===== src/rts_map.vh =====
// Purpose: register offsets, field codes and timing for the ramp select block
// Assumes: APB slave, 32-bit words, byte addresses
// Notes: register offsets are local choices
`ifndef RTS_MAP_VH
`define RTS_MAP_VH
// register byte offsets
`define RTS_ADDR_ACC1 8'h00
`define RTS_ADDR_DEC1 8'h04
`define RTS_ADDR_ACC2 8'h08
`define RTS_ADDR_DEC2 8'h0C
`define RTS_ADDR_ACC3 8'h10
`define RTS_ADDR_DEC3 8'h14
`define RTS_ADDR_ACC4 8'h18
`define RTS_ADDR_DEC4 8'h1C
`define RTS_ADDR_SWFREQ 8'h20
`define RTS_ADDR_JOGFREQ 8'h24
`define RTS_ADDR_JOGACC 8'h28
`define RTS_ADDR_JOGDEC 8'h2C
`define RTS_ADDR_ESTOP 8'h30
`define RTS_ADDR_CTRL 8'h34
`define RTS_ADDR_FMAX 8'h38
`define RTS_ADDR_STATUS 8'h3C
`define RTS_ADDR_FREQ 8'h40
`define RTS_ADDR_STEP 8'h44
`define RTS_ADDR_DCB 8'h48
// control register fields
`define RTS_CTRL_MODE_LSB 0
`define RTS_CTRL_MODE_MSB 2
`define RTS_CTRL_DUTY 3
`define RTS_CTRL_POL 4
`define RTS_CTRL_ZSP_LSB 5
`define RTS_CTRL_ZSP_MSB 6
`define RTS_CTRL_APP_LSB 7
`define RTS_CTRL_APP_MSB 9
`define RTS_CTRL_EXTRUN 10
`define RTS_CTRL_SUP50 11
`define RTS_CTRL_RATE_LSB 12
`define RTS_CTRL_RATE_MSB 13
`define RTS_CTRL_CARHI 14
`define RTS_CTRL_APPLY 15
`define RTS_CTRL_RESET 32'h00000000
// control modes
`define RTS_MODE_VF 3'h0
`define RTS_MODE_VFPG 3'h1
`define RTS_MODE_SLV 3'h2
`define RTS_MODE_SV 3'h3
`define RTS_MODE_PERMANENT_MAGNET_ENCODER_VECTOR_MODE 3'h4
// zero speed codes
`define RTS_ZSP_FOLLOW 2'h0
`define RTS_ZSP_STOP 2'h1
`define RTS_ZSP_LOWEST 2'h2
`define RTS_ZSP_HOLD 2'h3
// application codes
`define RTS_APP_PUMP 3'h1
`define RTS_CURVE_60 4'h6
`define RTS_CURVE_50 4'h4
// limits in 0.01 Hz and percent, default times in 0.1 s
`define RTS_FMAX_HEAVY 16'hE9FC
`define RTS_FMAX_NORMAL 16'h2EE0
`define RTS_FMAX_150 16'h3A98
`define RTS_FMAX_110 16'h2AF8
`define RTS_FMAX_100 16'h2710
`define RTS_FMAX_80 16'h1F40
`define RTS_OVL_HEAVY 8'h96
`define RTS_OVL_NORMAL 8'h78
`define RTS_JOG_DEFAULT 16'h0258
`define RTS_TIME_DEFAULT 16'h0064
// ticks: one tenth second at 200 MHz
`define RTS_TICK_NS 100000000
`define RTS_CLK_NS 5
`endif


===== src/rts_divider.v =====
// Purpose: sequential unsigned divider for ramp step computation
// Assumes: start pulses only when idle
// Notes: one quotient bit per clock
`timescale 1ns/1ps
module rts_divider
#(
  parameter W = 32
)
(
  input wire mclk,
  input wire rst_b,
  input wire start,
  input wire [W-1:0] dividend,
  input wire [W-1:0] divisor,
  output reg [W-1:0] quotient,
  output reg done
);
  reg [W-1:0] remQ;
  reg [W-1:0] numQ;
  reg [W-1:0] quoQ;
  reg [W-1:0] denQ;
  reg [5:0] cntQ;
  reg busyQ;
  wire [W:0] trial = {remQ, numQ[W-1]};
  wire fits = trial >= {1'b0, denQ};
  wire [W:0] diff = trial - {1'b0, denQ};

  // shift-subtract iterations
  always @(posedge mclk or negedge rst_b)
  begin
    if (!rst_b)
    begin
      remQ <= {W{1'b0}};
      numQ <= {W{1'b0}};
      quoQ <= {W{1'b0}};
      denQ <= {W{1'b0}};
      cntQ <= 6'h00;
      busyQ <= 1'b0;
      quotient <= {W{1'b0}};
      done <= 1'b0;
    end
    else
    begin
      done <= 1'b0;
      if (start && !busyQ)
      begin
        remQ <= {W{1'b0}};
        numQ <= dividend;
        denQ <= (divisor == {W{1'b0}}) ? {{(W-1){1'b0}}, 1'b1} : divisor;
        cntQ <= W[5:0];
        busyQ <= 1'b1;
      end
      else if (busyQ)
      begin
        remQ <= fits ? diff[W-1:0] : trial[W-1:0];
        numQ <= {numQ[W-2:0], 1'b0};
        quoQ <= {quoQ[W-2:0], fits};
        cntQ <= cntQ - 6'h01;
        if (cntQ == 6'h01)
        begin
          busyQ <= 1'b0;
          done <= 1'b1;
          quotient <= {quoQ[W-2:0], fits};
        end
      end
    end
  end
endmodule // rts_divider


===== src/rts_ramp_select.v =====
// What this block does
// RULE1 - sel2,sel1 pattern picks ramp pair
// RULE2 - motor switch only in V/f modes
// RULE3 - motor two uses pair three/four
// RULE4 - auto mode: threshold selects pair one/four
// RULE5 - terminal selection beats automatic switching
// RULE6 - jog frequency setting, default six hertz
// RULE7 - jog accel/decel times settable
// RULE8 - terminal jog needs external run source
// RULE9 - emergency stop ramps with own time
// RULE10 - restart refused until run and stop removed
// RULE11 - output block cuts output immediately
// RULE12 - duty selects overload, stall, max frequency; no stall limit is implemented, only overload and max frequency
// RULE13 - sensorless heavy duty max frequency reduced
// RULE14 - normal duty only in V/f modes
// RULE15 - polarity maps or inverts analog reference
// RULE16 - four zero-speed behaviour codes; STOP and HOLD both give a zero freqRef, FOLLOW and LOWEST both give maxFreq
// RULE17 - DC braking after stop below start
// RULE18 - application code loads preset settings
// RULE19 - pump preset: V/f, forward, restart, curve
// RULE20 - times span zero to full max
// RULE21 - switch-over threshold in hundredths hertz
// RULE22 - step is fmax over time ticks
// RULE23 - latch clears when both inputs inactive
// Purpose: ramp time selection, jog, emergency stop and duty limits
// Assumes: APB registers, terminal inputs synchronous to mclk
// Notes: times in 0.1 s, frequencies in 0.01 Hz
//
// The register addresses and the APB slave port were decided locally.
`timescale 1ns/1ps
`include "rts_map.vh"
module rts_ramp_select
#(
  parameter TICK_CYCLES = `RTS_TICK_NS / `RTS_CLK_NS,
  parameter ADC_W = 12
)
(
  input wire mclk,
  input wire rst_b,
  input wire psel,
  input wire penable,
  input wire pwrite,
  input wire [7:0] paddr,
  input wire [31:0] pwdata,
  output reg [31:0] prdata,
  output wire pready,
  output wire pslverr,
  input wire timeSel1,
  input wire timeSel2,
  input wire timeSelAssigned,
  input wire motorSwitch,
  input wire runCmd,
  input wire jogFwd,
  input wire jogRev,
  input wire emergencyStop,
  input wire outputBlock,
  input wire [15:0] outFreq,
  input wire [ADC_W-1:0] analog_input_one,
  input wire [ADC_W-1:0] analog_input_two,
  output reg [15:0] accelTime,
  output reg [15:0] decelTime,
  output reg [15:0] freqRef,
  output reg [15:0] maxFreq,
  output reg [7:0] overloadPct,
  output reg [31:0] rampStep,
  output reg outputEnable,
  output reg jogActive,
  output reg jogReverse,
  output reg emergency_stop_indication,
  output reg dcBrake,
  output reg [ADC_W-1:0] refOne,
  output reg [ADC_W-1:0] refTwo
);
  // states of the stop sequencer, one-hot
  localparam [3:0] ST_IDLE = 4'b0001;
  localparam [3:0] ST_RUN = 4'b0010;
  localparam [3:0] ST_ESTOP = 4'b0100;
  localparam [3:0] ST_BRAKE = 4'b1000;

  reg [15:0] accQ [0:3];
  reg [15:0] decQ [0:3];
  reg [15:0] swFreq_q;
  reg [15:0] jogFreq_q;
  reg [15:0] jogAcc_q;
  reg [15:0] jogDec_q;
  reg [15:0] estopTime_q;
  reg [31:0] ctrl_q;
  reg [15:0] dcbStart_q;
  reg [15:0] dcbTime_q;
  reg [3:0] curve_q;
  reg dirLock_q;
  reg restart_q;
  reg estopLatch_q;
  reg [3:0] state_q;
  reg [31:0] tickCnt_q;
  reg [15:0] brakeCnt_q;
  reg [1:0] pairSel;
  reg divStart_q;
  reg [15:0] selTime;

  wire [2:0] mode = ctrl_q[`RTS_CTRL_MODE_MSB:`RTS_CTRL_MODE_LSB];
  wire vfMode = (mode == `RTS_MODE_VF) || (mode == `RTS_MODE_VFPG);
  wire [1:0] zspSel = ctrl_q[`RTS_CTRL_ZSP_MSB:`RTS_CTRL_ZSP_LSB];
  wire [2:0] appSel = ctrl_q[`RTS_CTRL_APP_MSB:`RTS_CTRL_APP_LSB];
  // RULE14 normal duty gate
  wire normalDuty = ctrl_q[`RTS_CTRL_DUTY] & vfMode;
  // RULE2 motor switch gate
  wire motorTwo = motorSwitch & vfMode;
  // RULE8 external jog source
  wire jogReq = ctrl_q[`RTS_CTRL_EXTRUN] & (jogFwd ^ jogRev);
  wire access = psel & penable;
  wire wrEn = access & pwrite;
  wire tick = tickCnt_q == (TICK_CYCLES - 1);
  wire [31:0] quot;
  wire divDone;
  reg regHit;

  // apb: zero wait state, unmapped reads zero with error
  assign pready = 1'b1;
  assign pslverr = access & ~regHit;

  // address decode hit
  always @*
  begin
    case (paddr)
      `RTS_ADDR_ACC1, `RTS_ADDR_DEC1, `RTS_ADDR_ACC2, `RTS_ADDR_DEC2,
      `RTS_ADDR_ACC3, `RTS_ADDR_DEC3, `RTS_ADDR_ACC4, `RTS_ADDR_DEC4,
      `RTS_ADDR_SWFREQ, `RTS_ADDR_JOGFREQ, `RTS_ADDR_JOGACC, `RTS_ADDR_JOGDEC,
      `RTS_ADDR_ESTOP, `RTS_ADDR_CTRL, `RTS_ADDR_FMAX, `RTS_ADDR_STATUS,
      `RTS_ADDR_FREQ, `RTS_ADDR_STEP, `RTS_ADDR_DCB: regHit = 1'b1;
      default: regHit = 1'b0;
    endcase
  end

  // register writes and application presets
  always @(posedge mclk or negedge rst_b)
  begin
    if (!rst_b)
    begin
      accQ[0] <= `RTS_TIME_DEFAULT;
      accQ[1] <= `RTS_TIME_DEFAULT;
      accQ[2] <= `RTS_TIME_DEFAULT;
      accQ[3] <= `RTS_TIME_DEFAULT;
      decQ[0] <= `RTS_TIME_DEFAULT;
      decQ[1] <= `RTS_TIME_DEFAULT;
      decQ[2] <= `RTS_TIME_DEFAULT;
      decQ[3] <= `RTS_TIME_DEFAULT;
      swFreq_q <= 16'h0000;
      // RULE6 jog default
      jogFreq_q <= `RTS_JOG_DEFAULT;
      jogAcc_q <= `RTS_TIME_DEFAULT;
      jogDec_q <= `RTS_TIME_DEFAULT;
      estopTime_q <= `RTS_TIME_DEFAULT;
      ctrl_q <= `RTS_CTRL_RESET;
      dcbStart_q <= 16'h0000;
      dcbTime_q <= 16'h0000;
      curve_q <= 4'h0;
      dirLock_q <= 1'b0;
      restart_q <= 1'b0;
    end
    else if (wrEn)
    begin
      case (paddr)
        // RULE7 jog times; RULE21 threshold in 0.01 Hz
        `RTS_ADDR_ACC1: accQ[0] <= pwdata[15:0];
        `RTS_ADDR_DEC1: decQ[0] <= pwdata[15:0];
        `RTS_ADDR_ACC2: accQ[1] <= pwdata[15:0];
        `RTS_ADDR_DEC2: decQ[1] <= pwdata[15:0];
        `RTS_ADDR_ACC3: accQ[2] <= pwdata[15:0];
        `RTS_ADDR_DEC3: decQ[2] <= pwdata[15:0];
        `RTS_ADDR_ACC4: accQ[3] <= pwdata[15:0];
        `RTS_ADDR_DEC4: decQ[3] <= pwdata[15:0];
        `RTS_ADDR_SWFREQ: swFreq_q <= pwdata[15:0];
        `RTS_ADDR_JOGFREQ: jogFreq_q <= pwdata[15:0];
        `RTS_ADDR_JOGACC: jogAcc_q <= pwdata[15:0];
        `RTS_ADDR_JOGDEC: jogDec_q <= pwdata[15:0];
        `RTS_ADDR_ESTOP: estopTime_q <= pwdata[15:0];
        `RTS_ADDR_DCB:
        begin
          dcbStart_q <= pwdata[15:0];
          dcbTime_q <= pwdata[31:16];
        end
        `RTS_ADDR_CTRL:
        begin
          ctrl_q <= {16'h0000, 1'b0, pwdata[14:0]};
          // RULE18 apply preset on write
          if (pwdata[`RTS_CTRL_APPLY])
          begin
            // RULE19 pump preset
            if (pwdata[`RTS_CTRL_APP_MSB:`RTS_CTRL_APP_LSB] == `RTS_APP_PUMP)
            begin
              ctrl_q[`RTS_CTRL_MODE_MSB:`RTS_CTRL_MODE_LSB] <= `RTS_MODE_VF;
              dirLock_q <= 1'b1;
              restart_q <= 1'b1;
              curve_q <= pwdata[`RTS_CTRL_SUP50] ? `RTS_CURVE_50 : `RTS_CURVE_60;
            end
            else
            begin
              dirLock_q <= 1'b0;
              restart_q <= 1'b0;
              curve_q <= 4'h0;
            end
          end
        end
        default: ;
      endcase
    end
  end

  // ramp pair selection
  always @*
  begin
    // RULE3 motor two pairs
    if (motorTwo)
      pairSel = {1'b1, timeSel1};
    // RULE5 terminals first; RULE1 pattern
    else if (timeSelAssigned)
      pairSel = {timeSel2, timeSel1};
    // RULE4 automatic threshold
    else
      pairSel = (outFreq >= swFreq_q) ? 2'h3 : 2'h0;
  end

  // max frequency from duty and rating
  always @*
  begin
    // RULE12 duty limits
    maxFreq = normalDuty ? `RTS_FMAX_NORMAL : `RTS_FMAX_HEAVY;
    overloadPct = normalDuty ? `RTS_OVL_NORMAL : `RTS_OVL_HEAVY;
    // RULE13 sensorless reduction
    if (!normalDuty && mode == `RTS_MODE_SLV)
    begin
      case (ctrl_q[`RTS_CTRL_RATE_MSB:`RTS_CTRL_RATE_LSB])
        2'h0: maxFreq = `RTS_FMAX_150;
        2'h1: maxFreq = `RTS_FMAX_110;
        2'h2: maxFreq = `RTS_FMAX_100;
        default: maxFreq = ctrl_q[`RTS_CTRL_CARHI] ? `RTS_FMAX_80 : `RTS_FMAX_100;
      endcase
    end
  end

  // stop sequencer with emergency latch
  always @(posedge mclk or negedge rst_b)
  begin
    if (!rst_b)
    begin
      state_q <= ST_IDLE;
      estopLatch_q <= 1'b0;
      brakeCnt_q <= 16'h0000;
    end
    else
    begin
      // RULE23 set wins, clear needs both low
      if (emergencyStop)
        estopLatch_q <= 1'b1;
      else if (!runCmd && !jogReq)
        estopLatch_q <= 1'b0;
      case (state_q)
        ST_IDLE:
          // RULE10 refuse restart while latched
          if ((runCmd || jogReq) && !estopLatch_q && !emergencyStop)
            state_q <= ST_RUN;
        ST_RUN:
          if (emergencyStop)
            state_q <= ST_ESTOP;
          // RULE17 braking below start frequency
          else if (!runCmd && !jogReq && outFreq < dcbStart_q)
          begin
            state_q <= ST_BRAKE;
            brakeCnt_q <= dcbTime_q;
          end
        ST_ESTOP:
          if (outFreq == 16'h0000)
            state_q <= ST_IDLE;
        ST_BRAKE:
          if (brakeCnt_q == 16'h0000)
            state_q <= ST_IDLE;
          else if (tick)
            brakeCnt_q <= brakeCnt_q - 16'h0001;
        default: state_q <= ST_IDLE;
      endcase
    end
  end

  // chosen time for the ramp step
  always @*
  begin
    // RULE20 accelerate when below reference
    if (state_q == ST_ESTOP)
      selTime = estopTime_q;
    else if (jogActive)
      selTime = (outFreq < freqRef) ? jogAcc_q : jogDec_q;
    else
      selTime = (outFreq < freqRef) ? accQ[pairSel] : decQ[pairSel];
  end

  // registered outputs and tick timer
  always @(posedge mclk or negedge rst_b)
  begin
    if (!rst_b)
    begin
      tickCnt_q <= 32'h00000000;
      divStart_q <= 1'b0;
      accelTime <= `RTS_TIME_DEFAULT;
      decelTime <= `RTS_TIME_DEFAULT;
      freqRef <= 16'h0000;
      rampStep <= 32'h00000000;
      outputEnable <= 1'b0;
      jogActive <= 1'b0;
      jogReverse <= 1'b0;
      emergency_stop_indication <= 1'b0;
      dcBrake <= 1'b0;
      refOne <= {ADC_W{1'b0}};
      refTwo <= {ADC_W{1'b0}};
    end
    else
    begin
      tickCnt_q <= tick ? 32'h00000000 : tickCnt_q + 32'h00000001;
      // RULE22 restart division each tick
      divStart_q <= tick;
      if (divDone)
        rampStep <= quot;
      accelTime <= jogActive ? jogAcc_q : accQ[pairSel];
      // RULE9 emergency time and indication
      decelTime <= (state_q == ST_ESTOP) ? estopTime_q :
                   (jogActive ? jogDec_q : decQ[pairSel]);
      emergency_stop_indication <= estopLatch_q | emergencyStop;
      jogActive <= jogReq & (state_q == ST_RUN);
      jogReverse <= jogRev & ~jogFwd;
      // RULE16 zero speed handling
      if (jogReq)
        freqRef <= jogFreq_q;
      else if (zspSel == `RTS_ZSP_STOP || zspSel == `RTS_ZSP_HOLD)
        freqRef <= 16'h0000;
      else
        freqRef <= maxFreq;
      // RULE11 block output at once
      outputEnable <= ~outputBlock & (state_q != ST_IDLE) & (state_q != ST_BRAKE);
      dcBrake <= (state_q == ST_BRAKE) & ~outputBlock;
      // RULE15 analog polarity
      refOne <= ctrl_q[`RTS_CTRL_POL] ? ~analog_input_one : analog_input_one;
      refTwo <= ctrl_q[`RTS_CTRL_POL] ? ~analog_input_two : analog_input_two;
    end
  end

  // step = fmax / time
  rts_divider #(.W(32)) uDiv
  (
    .mclk(mclk),
    .rst_b(rst_b),
    .start(divStart_q),
    .dividend({16'h0000, maxFreq}),
    .divisor({16'h0000, selTime}),
    .quotient(quot),
    .done(divDone)
  );

  // read mux
  always @*
  begin
    case (paddr)
      `RTS_ADDR_ACC1: prdata = {16'h0000, accQ[0]};
      `RTS_ADDR_DEC1: prdata = {16'h0000, decQ[0]};
      `RTS_ADDR_ACC2: prdata = {16'h0000, accQ[1]};
      `RTS_ADDR_DEC2: prdata = {16'h0000, decQ[1]};
      `RTS_ADDR_ACC3: prdata = {16'h0000, accQ[2]};
      `RTS_ADDR_DEC3: prdata = {16'h0000, decQ[2]};
      `RTS_ADDR_ACC4: prdata = {16'h0000, accQ[3]};
      `RTS_ADDR_DEC4: prdata = {16'h0000, decQ[3]};
      `RTS_ADDR_SWFREQ: prdata = {16'h0000, swFreq_q};
      `RTS_ADDR_JOGFREQ: prdata = {16'h0000, jogFreq_q};
      `RTS_ADDR_JOGACC: prdata = {16'h0000, jogAcc_q};
      `RTS_ADDR_JOGDEC: prdata = {16'h0000, jogDec_q};
      `RTS_ADDR_ESTOP: prdata = {16'h0000, estopTime_q};
      `RTS_ADDR_CTRL: prdata = ctrl_q;
      `RTS_ADDR_FMAX: prdata = {overloadPct, 8'h00, maxFreq};
      `RTS_ADDR_STATUS: prdata = {16'h0000, curve_q, dirLock_q, restart_q,
                                  pairSel, state_q, estopLatch_q, normalDuty,
                                  motorTwo, jogActive};
      `RTS_ADDR_FREQ: prdata = {freqRef, outFreq};
      `RTS_ADDR_STEP: prdata = rampStep;
      `RTS_ADDR_DCB: prdata = {dcbTime_q, dcbStart_q};
      default: prdata = 32'h00000000;
    endcase
  end
endmodule // rts_ramp_select


===== config.mk =====
export PLATFORM = sky130hd
export DESIGN_NAME = rts_ramp_select
export DESIGN_NICKNAME = d
export VERILOG_FILES = /design/src/rts_divider.v /design/src/rts_ramp_select.v
export VERILOG_INCLUDE_DIRS = /design/src /design/src/src
export SDC_FILE = /design/constraint.sdc
export NUM_CORES = 1
export LEC_CHECK = 0
export BUFFER_PORTS_ARGS = -buffer_cell sky130_fd_sc_hd__buf_4
export CAP_MARGIN = 20
export CELL_PAD_IN_SITES_DETAIL_PLACEMENT = 0
export CELL_PAD_IN_SITES_GLOBAL_PLACEMENT = 2
export CORE_MARGIN = 3
export CORE_UTILIZATION = 36
export CTS_CLUSTER_DIAMETER = 40
export CTS_CLUSTER_SIZE = 25
export DETAILED_ROUTE_END_ITERATION = 8
export PLACE_DENSITY = 0.88
export SETUP_SLACK_MARGIN = 0.1
export SLEW_MARGIN = 10
export SYNTH_ARGS = -nofsm -noshare
export SYNTH_HDL_FRONTEND = slang
export SYNTH_HIERARCHICAL = 1
export SYNTH_SLANG_ARGS = --single-unit

===== constraint.sdc =====
create_clock -name mclk -period 3.3 [get_ports mclk]
set_input_delay 0.66 -clock mclk [delete_from_list [all_inputs] [get_ports mclk]]
set_output_delay 0.66 -clock mclk [all_outputs]
set_load 0.01 [all_outputs]

; Yosys cells after proc, flatten, opt, wreduce, memory -nomap -nowiden
; Cells that the tools add are included.
[classes]
addsub = 4
n_reduce_logical = 45
n_lt_le_gt_ge = 5
muxes = 60
bitwise_logic = 20
n_eq_ne = 41
[ops]
columns = operator, count
row1 = one-hot mux 32 bit (19 select lines), 1
row2 = 2-to-1 mux 16 bit, 20
row3 = 2-to-1 mux 32 bit, 6
row4 = binary-select mux 16 bit (select 2 bit), 2
row5 = "== test 8 x 6 -> 1 bit, second input constant", 8
row6 = one-hot mux 14 bit (3 select lines), 1
row7 = >= comparator 33 x 32 -> 1 bit, 1
row8 = "adder 32 x 1 -> 32 bit, second input constant", 1
row9 = "== test 32 x 25 -> 1 bit, second input constant", 1
row10 = "== test 8 x 5 -> 1 bit, second input constant", 4
row11 = logical NOT 16 bit, 2
row12 = logical NOT 32 bit, 1
row13 = < comparator 16 bit, 2
row14 = one-hot mux 16 bit (2 select lines), 1
row15 = AND reduction 2 bit, 16
row16 = subtractor 32 bit, 1
row17 = "== test 8 x 7 -> 1 bit, second input constant", 3
row18 = 2-to-1 mux 12 bit, 2
row19 = inverter 12 bit, 2
row20 = 2-to-1 mux 4 bit, 5
row21 = OR reduction 19 bit, 1
row22 = "== test 8 x 4 -> 1 bit, second input constant", 2
row23 = >= comparator 16 bit, 1
row24 = one-hot mux 4 bit (4 select lines), 1
row25 = other kinds (38), 90
[word_totals]
input_bits = 94
output_inout_bits = 167
elab_cells = 217
ff_bits = 590

; Logic depth before layout (Yosys ltp)
[logic_depth]
ltp_word = 13
ltp_mapped = 15
mapped_depth_nobuf = 14

; By module
; The synthesis kept the hierarchy.
[modules_own_cells]
columns = module, cells_per_inst, instances, area_each_um2, seq_area_each_um2
row1 = rts_ramp_select, 1822, 1, 21062.7, 10565.1
row2 = rts_divider, 916, 1, 8745.9, 4179.0

; Least setup slack after synthesis
; Ideal clock, no wire load.
[synth_path]
kind = input to register
start = input outFreq[13]
end = register uDiv.denQ[0]
setup_time_ns = 0.077
arrival_time_ns = 3.367
required_ns = 3.223
path_stages = 14
setup_slack_ns = -0.144
n_path_buf = 1
path_cell_list = ha_1 > and4_1 > nand4_1 > or4_1 > a41o_1 > clkbuf_1 > nor3_1 > a21oi_1 > o221a_2 > nor4_1 > nand4_1 > nor2_1 > nor2_1 > a21oi_1
[synth_via]
elab_chain_cells = 13
word_cells_on_any_way = 18
cone_classes = order compare: 2 / mux: 14 / bitwise: 1 / reduce/logical: 1
[synth_lines]
columns = item, line
row1 = from (decl), rts_ramp_select.v:57  ; input wire [15:0] outFreq,
row2 = >= comparator 16 bit, rts_ramp_select.v:221  ; pairSel = (outFreq >= swFreq_q) ? 2'h3 : 2'h0;
row3 = 2-to-1 mux 2 bit, rts_ramp_select.v:221
row4 = 2-to-1 mux 2 bit, rts_ramp_select.v:217  ; else if (timeSelAssigned)
row5 = 2-to-1 mux 2 bit, rts_ramp_select.v:214  ; if (motorTwo)
row6 = inverter 2 -> 3 bit (not written as such), rts_ramp_select.v:294  ; selTime = (outFreq < freqRef) ? accQ[pairSel] : decQ[pairSel];
row7 = binary-select mux 16 bit (select 2 bit), rts_ramp_select.v:294
row8 = 2-to-1 mux 16 bit (not written as such) (2 in series), rts_ramp_select.v:294
row9 = 2-to-1 mux 16 bit, rts_ramp_select.v:294
row10 = 2-to-1 mux 16 bit (*), rts_ramp_select.v:291  ; else if (jogActive)
row11 = 2-to-1 mux 16 bit (*), rts_ramp_select.v:289  ; if (state_q == ST_ESTOP)
row12 = net selTime[8], rts_ramp_select.v:99  ; reg [15:0] selTime;
row13 = logical NOT 32 bit (*), rts_divider.v:49  ; denQ <= (divisor == {W{1'b0}}) ? {{(W-1){1'b0}}, 1'b1} : divisor;
row14 = 2-to-1 mux 16 bit (*), rts_divider.v:49
row15 = to (signal assigned), rts_divider.v:36  ; denQ <= {W{1'b0}};
row16 = to (signal assigned), rts_divider.v:49
row17 = to (decl), rts_divider.v:21  ; reg [W-1:0] denQ;
; The timed path passes the listed nets; every way through them passes the cells marked *. The select of a mux whose other input is x is not followed.
; A chain may end at the register's enable or synchronous reset.

; Worst setup path in the final report
[layout_path]
start = register swFreq_q[14]
end = output prdata[9]
[layout_via]
elab_chain_cells = 5
[layout_lines]
columns = item, line
row1 = from (decl), rts_ramp_select.v:82  ; reg [15:0] swFreq_q;
row2 = from (signal assigned), rts_ramp_select.v:173  ; `RTS_ADDR_SWFREQ: swFreq_q <= pwdata[15:0];
row3 = >= comparator 16 bit, rts_ramp_select.v:221
row4 = 2-to-1 mux 2 bit, rts_ramp_select.v:221
row5 = 2-to-1 mux 2 bit, rts_ramp_select.v:217
row6 = 2-to-1 mux 2 bit, rts_ramp_select.v:214
row7 = one-hot mux 32 bit (19 select lines), rts_ramp_select.v:361  ; case (paddr)
row8 = to (decl), rts_ramp_select.v:45  ; output reg [31:0] prdata,
; Every way passes these cells.

==> flow_metrics.py <==
metrics = {
    "sta": {
        "fin_crit_ns": 3.82,
        "post-route-period-util_pct": 116,
        "rsz0062_at_grt": "yes",
        "setup_tns_ns": -3.83,
        "setup_violations": 28,
        "fmax_mhz": 262,
        "fin_hold_ws_ns": 0.116,
        "finalMaxSlewViolations": 0,
        "setup_slack_ns": -0.517,
        "worstMarginPinSlew_ns": 0.933,
        "finClkSkew_ns": 0.0437,
        "hold_violations": 0,
        "relSlewSlack_pct": 37.6,
    },
    "layout": {
        "nFillCells": 7316,
        "area_growth_pct": 34.3,
        "most-common-layout-cells": "dfrtp_1, buf_4, mux2_2, nand2_1, o21ai_0",
        "layout.nets": 3508,
        "mostFrequentLayoutCell": "dfrtp_1",
        "drive_above_1_share_pct": 39.4,
        "final_util_pct": 49.2,
    },
    "setup_path": {
        "crit_required_ns": 2.64,
        "cpMostUsedCell": "buf_12",
        "cpMaxStageDelayCell": "or4_4",
        "cp_slowest_stage_delay_ns": 0.50,
        "cp_max_fo": 9,
        "crit_type": "flop to output port",
        "worst_setup_path_end_kind": "output port",
        "crit_arrival_ns": 3.16,
        "cp-start-kind": "flop",
        "cp_cell_sequence": "inv_2 -> ha_4 -> and4_4 -> nand4_1 -> or4_4 -> a41o_1 -> buf_12 -> buf_12 -> nor3_2 -> or3_4 -> buf_6",
    },
    "power_and_ir_drop": {
        "power_density_nw_per_um2": 487,
        "ir_worst_vdd_mv": 0.401,
        "power_mw": 19.5,
        "leakagePower_nw": 19.2,
    },
    "yosys": {
        "ys.flop_type": "dfrtp_1",
        "yosys.area.top_type": "dfrtp_1",
        "seq_area_frac_synth_pct": 49.5,
        "synth_area_leaders": "dfrtp_1, mux2_2, dfstp_2, nand2_1, ha_1",
        "synth_cells": 2738,
        "async_flop_share_pct": 100,
        "ys_ff_latch": 587,
        "syn_area_um2": 29800,
        "syn_area_per_cell_um2": 10.9,
        "synth_warnings": 6,
        "synth.distinct_cells": 92,
        "yosys.area.top_type_share_pct": 45.6,
        "synth_edf_count": 0,
    },
    "place": {
        "post-dp-hpwl_um": 84000,
        "dp_slack_ns": -0.677,
        "io_buffers": 255,
        "gp_routability_congestion": 0.976,
    },
    "cts": {
        "clkLatencyLatePin_ns": 0.69,
        "cts_buffer_depth": 3,
        "clk_pin_slew_worst_paths_ns": 0.06,
        "cts_buffers": 97,
        "htreeDepth": 3,
        "clock-sinks": 587,
        "tritoncts": "built",
        "root_buffer": "clkbuf_16",
    },
    "global_routing": {
        "grtUsageTotal_pct": 25.9,
        "grt_max_degree": 95,
        "antenna_found_initial": 6,
        "grt_pass1_vias": 24934,
        "grt_pass1_wl_um": 166000,
        "grt_overflow": 0,
    },
    "hold_path": {
        "min_path_type": "input pin to async pin",
    },
    "detailed_routing": {
        "ant_nets": 0,
        "dr.pass1.iters": 6,
        "drcViolationCount": 0,
        "via_count": 25287,
        "drt-total-wl_um": 114000,
        "wl_per_cell_um": 25.6,
        "viasPerCell": 5.65,
        "drt_iter0_markers": 2500,
    },
    "floorplanning": {
        "dieWidth_um": 294,
        "die_h_um": 294,
        "rows": 104,
        "die_area_um2": 86300,
        "io_pins": 261,
        "core_um2": 81300,
        "start_util_pct": 36.7,
    },
    "status": {
        "status": "complete, but fails checks",
        "failed_checks": "setup timing",
    },
    "run": {
        "cap_violations": 0,
    },
}
[critical path, delay by kind of cell, from the launching register on]
family                     cells  cell delay [ns]
and+or+nand+nor                5             1.18
buffers and inverters          4             0.45
DFF                            1             0.38
adders and majority gates      1             0.26
AOI/OAI and AO/OA              1             0.23
[sequential cells by signal (all words and copies together) (netlist names), 32 cells and up]
| register | flops |
|---|---|
| accQ | 64 |
| uDiv/denQ | 32 |
| rampStep | 32 |
| uDiv/quotient | 32 |
| decQ | 64 |
| tickCnt_q | 32 |
| uDiv/numQ | 32 |
| uDiv/remQ | 32 |
[kinds of logic after synthesis]
kind of cell    after synthesis  share of synthesized area (%)
compound gates              597                           14.3
xor+xnor                     78                           2.29
fa+ha+maj                    84                           3.55
buf+inv                     292                           4.29
flops                       587                           49.5
mux                         397                           14.8
other cells                   2                         0.0252
simple gates                701                           11.3
[where the power goes]
part           switching, mW  internal (mW)
clock                   4.08           6.67
sequential            0.0971           7.33
combinational          0.729          0.581
[cell usage after synthesis (all sizes together) (10+ instances only)]
cell,instances
a21o,28
a21oi,108
a221oi,32
a222oi,21
a22o,47
a22oi,68
a31oi,16
and2,21
and3,12
buf,46
clkbuf,124
dfrtp,543
dfstp,44
ha,83
inv,120
mux2,346
mux2i,51
nand2,301
nand2b,32
nand3,58
nand4,36
nor2,102
nor3,38
nor3b,10
nor4,22
o211ai,17
o21ai,131
o221a,16
o221ai,34
or2,13
xnor2,28
xor2,50
[layer usage]
metal	vias up	part of all wire (%)	global-route usage, %
met2	1194	43	39.0
met3	337	9.6	7.00
met5	-	0.024	0
met4	4	5.6	11.9
met1	12606	41	34.7
li1	11146	-	-
[worst paths after layout]
| path | from | to | slack [ns] | cells after the start |
|---|---|---|---|---|
| max in group asynchronous | rst_b | brakeCnt_q[7]$_DFFE_PN0P_ | 2.33 | 2 |
| min | rst_b | uDiv/denQ[25]$_DFFE_PN0P_ | 0.12 | 1 |
| min in group mclk | outputBlock | dcBrake$_DFF_PN0_ | 0.17 | 2 |
| max | swFreq_q[14]$_DFFE_PN0P_ | prdata[9] | -0.52 | 11 |
| min reg2reg | uDiv/quotient[15]$_DFFE_PN0P_ | uDiv/quotient[15]$_DFFE_PN0P_ | 0.47 | 2 |
| max reg2reg | swFreq_q[14]$_DFFE_PN0P_ | uDiv/denQ[0]$_DFFE_PN0P_ | -0.42 | 18 |
[layout make-up]
| cell class | instances | area [um2] | share of cell area, % |
|---|---|---|---|
| multi-input cells | 1912 | 14700 | 36.7 |
| diodes | 4 | 10.0 | 0.0250 |
| clock inverters | 72 | 936 | 2.34 |
| repair buffers | 611 | 5240 | 13.1 |
| clock buffers | 112 | 2590 | 6.48 |
| flip-flops and latches | 587 | 14800 | 36.9 |
| well taps | 1060 | 1330 | 3.31 |
| inverters | 121 | 462 | 1.15 |
[stage by stage]
stage	cells	instance area, um2
floorplan	2791	30100
detailed placement	4246	35300
global route	4476	40000
CTS	4462	39700
finish	4479	40000
global placement	4246	35300
[timing repair]
action / in CTS / in global routing
resized for setup: 128 / 55
hold buffers: 0 / 0
hold endpoints to repair: 0 / 0
endpoints found under the setup margin: 33 / 49
pin swaps: 60 / 52
buffers inserted: 32 / 17
gates cloned: 1 / 1
Note: power is estimated with default switching activity, not from simulation.
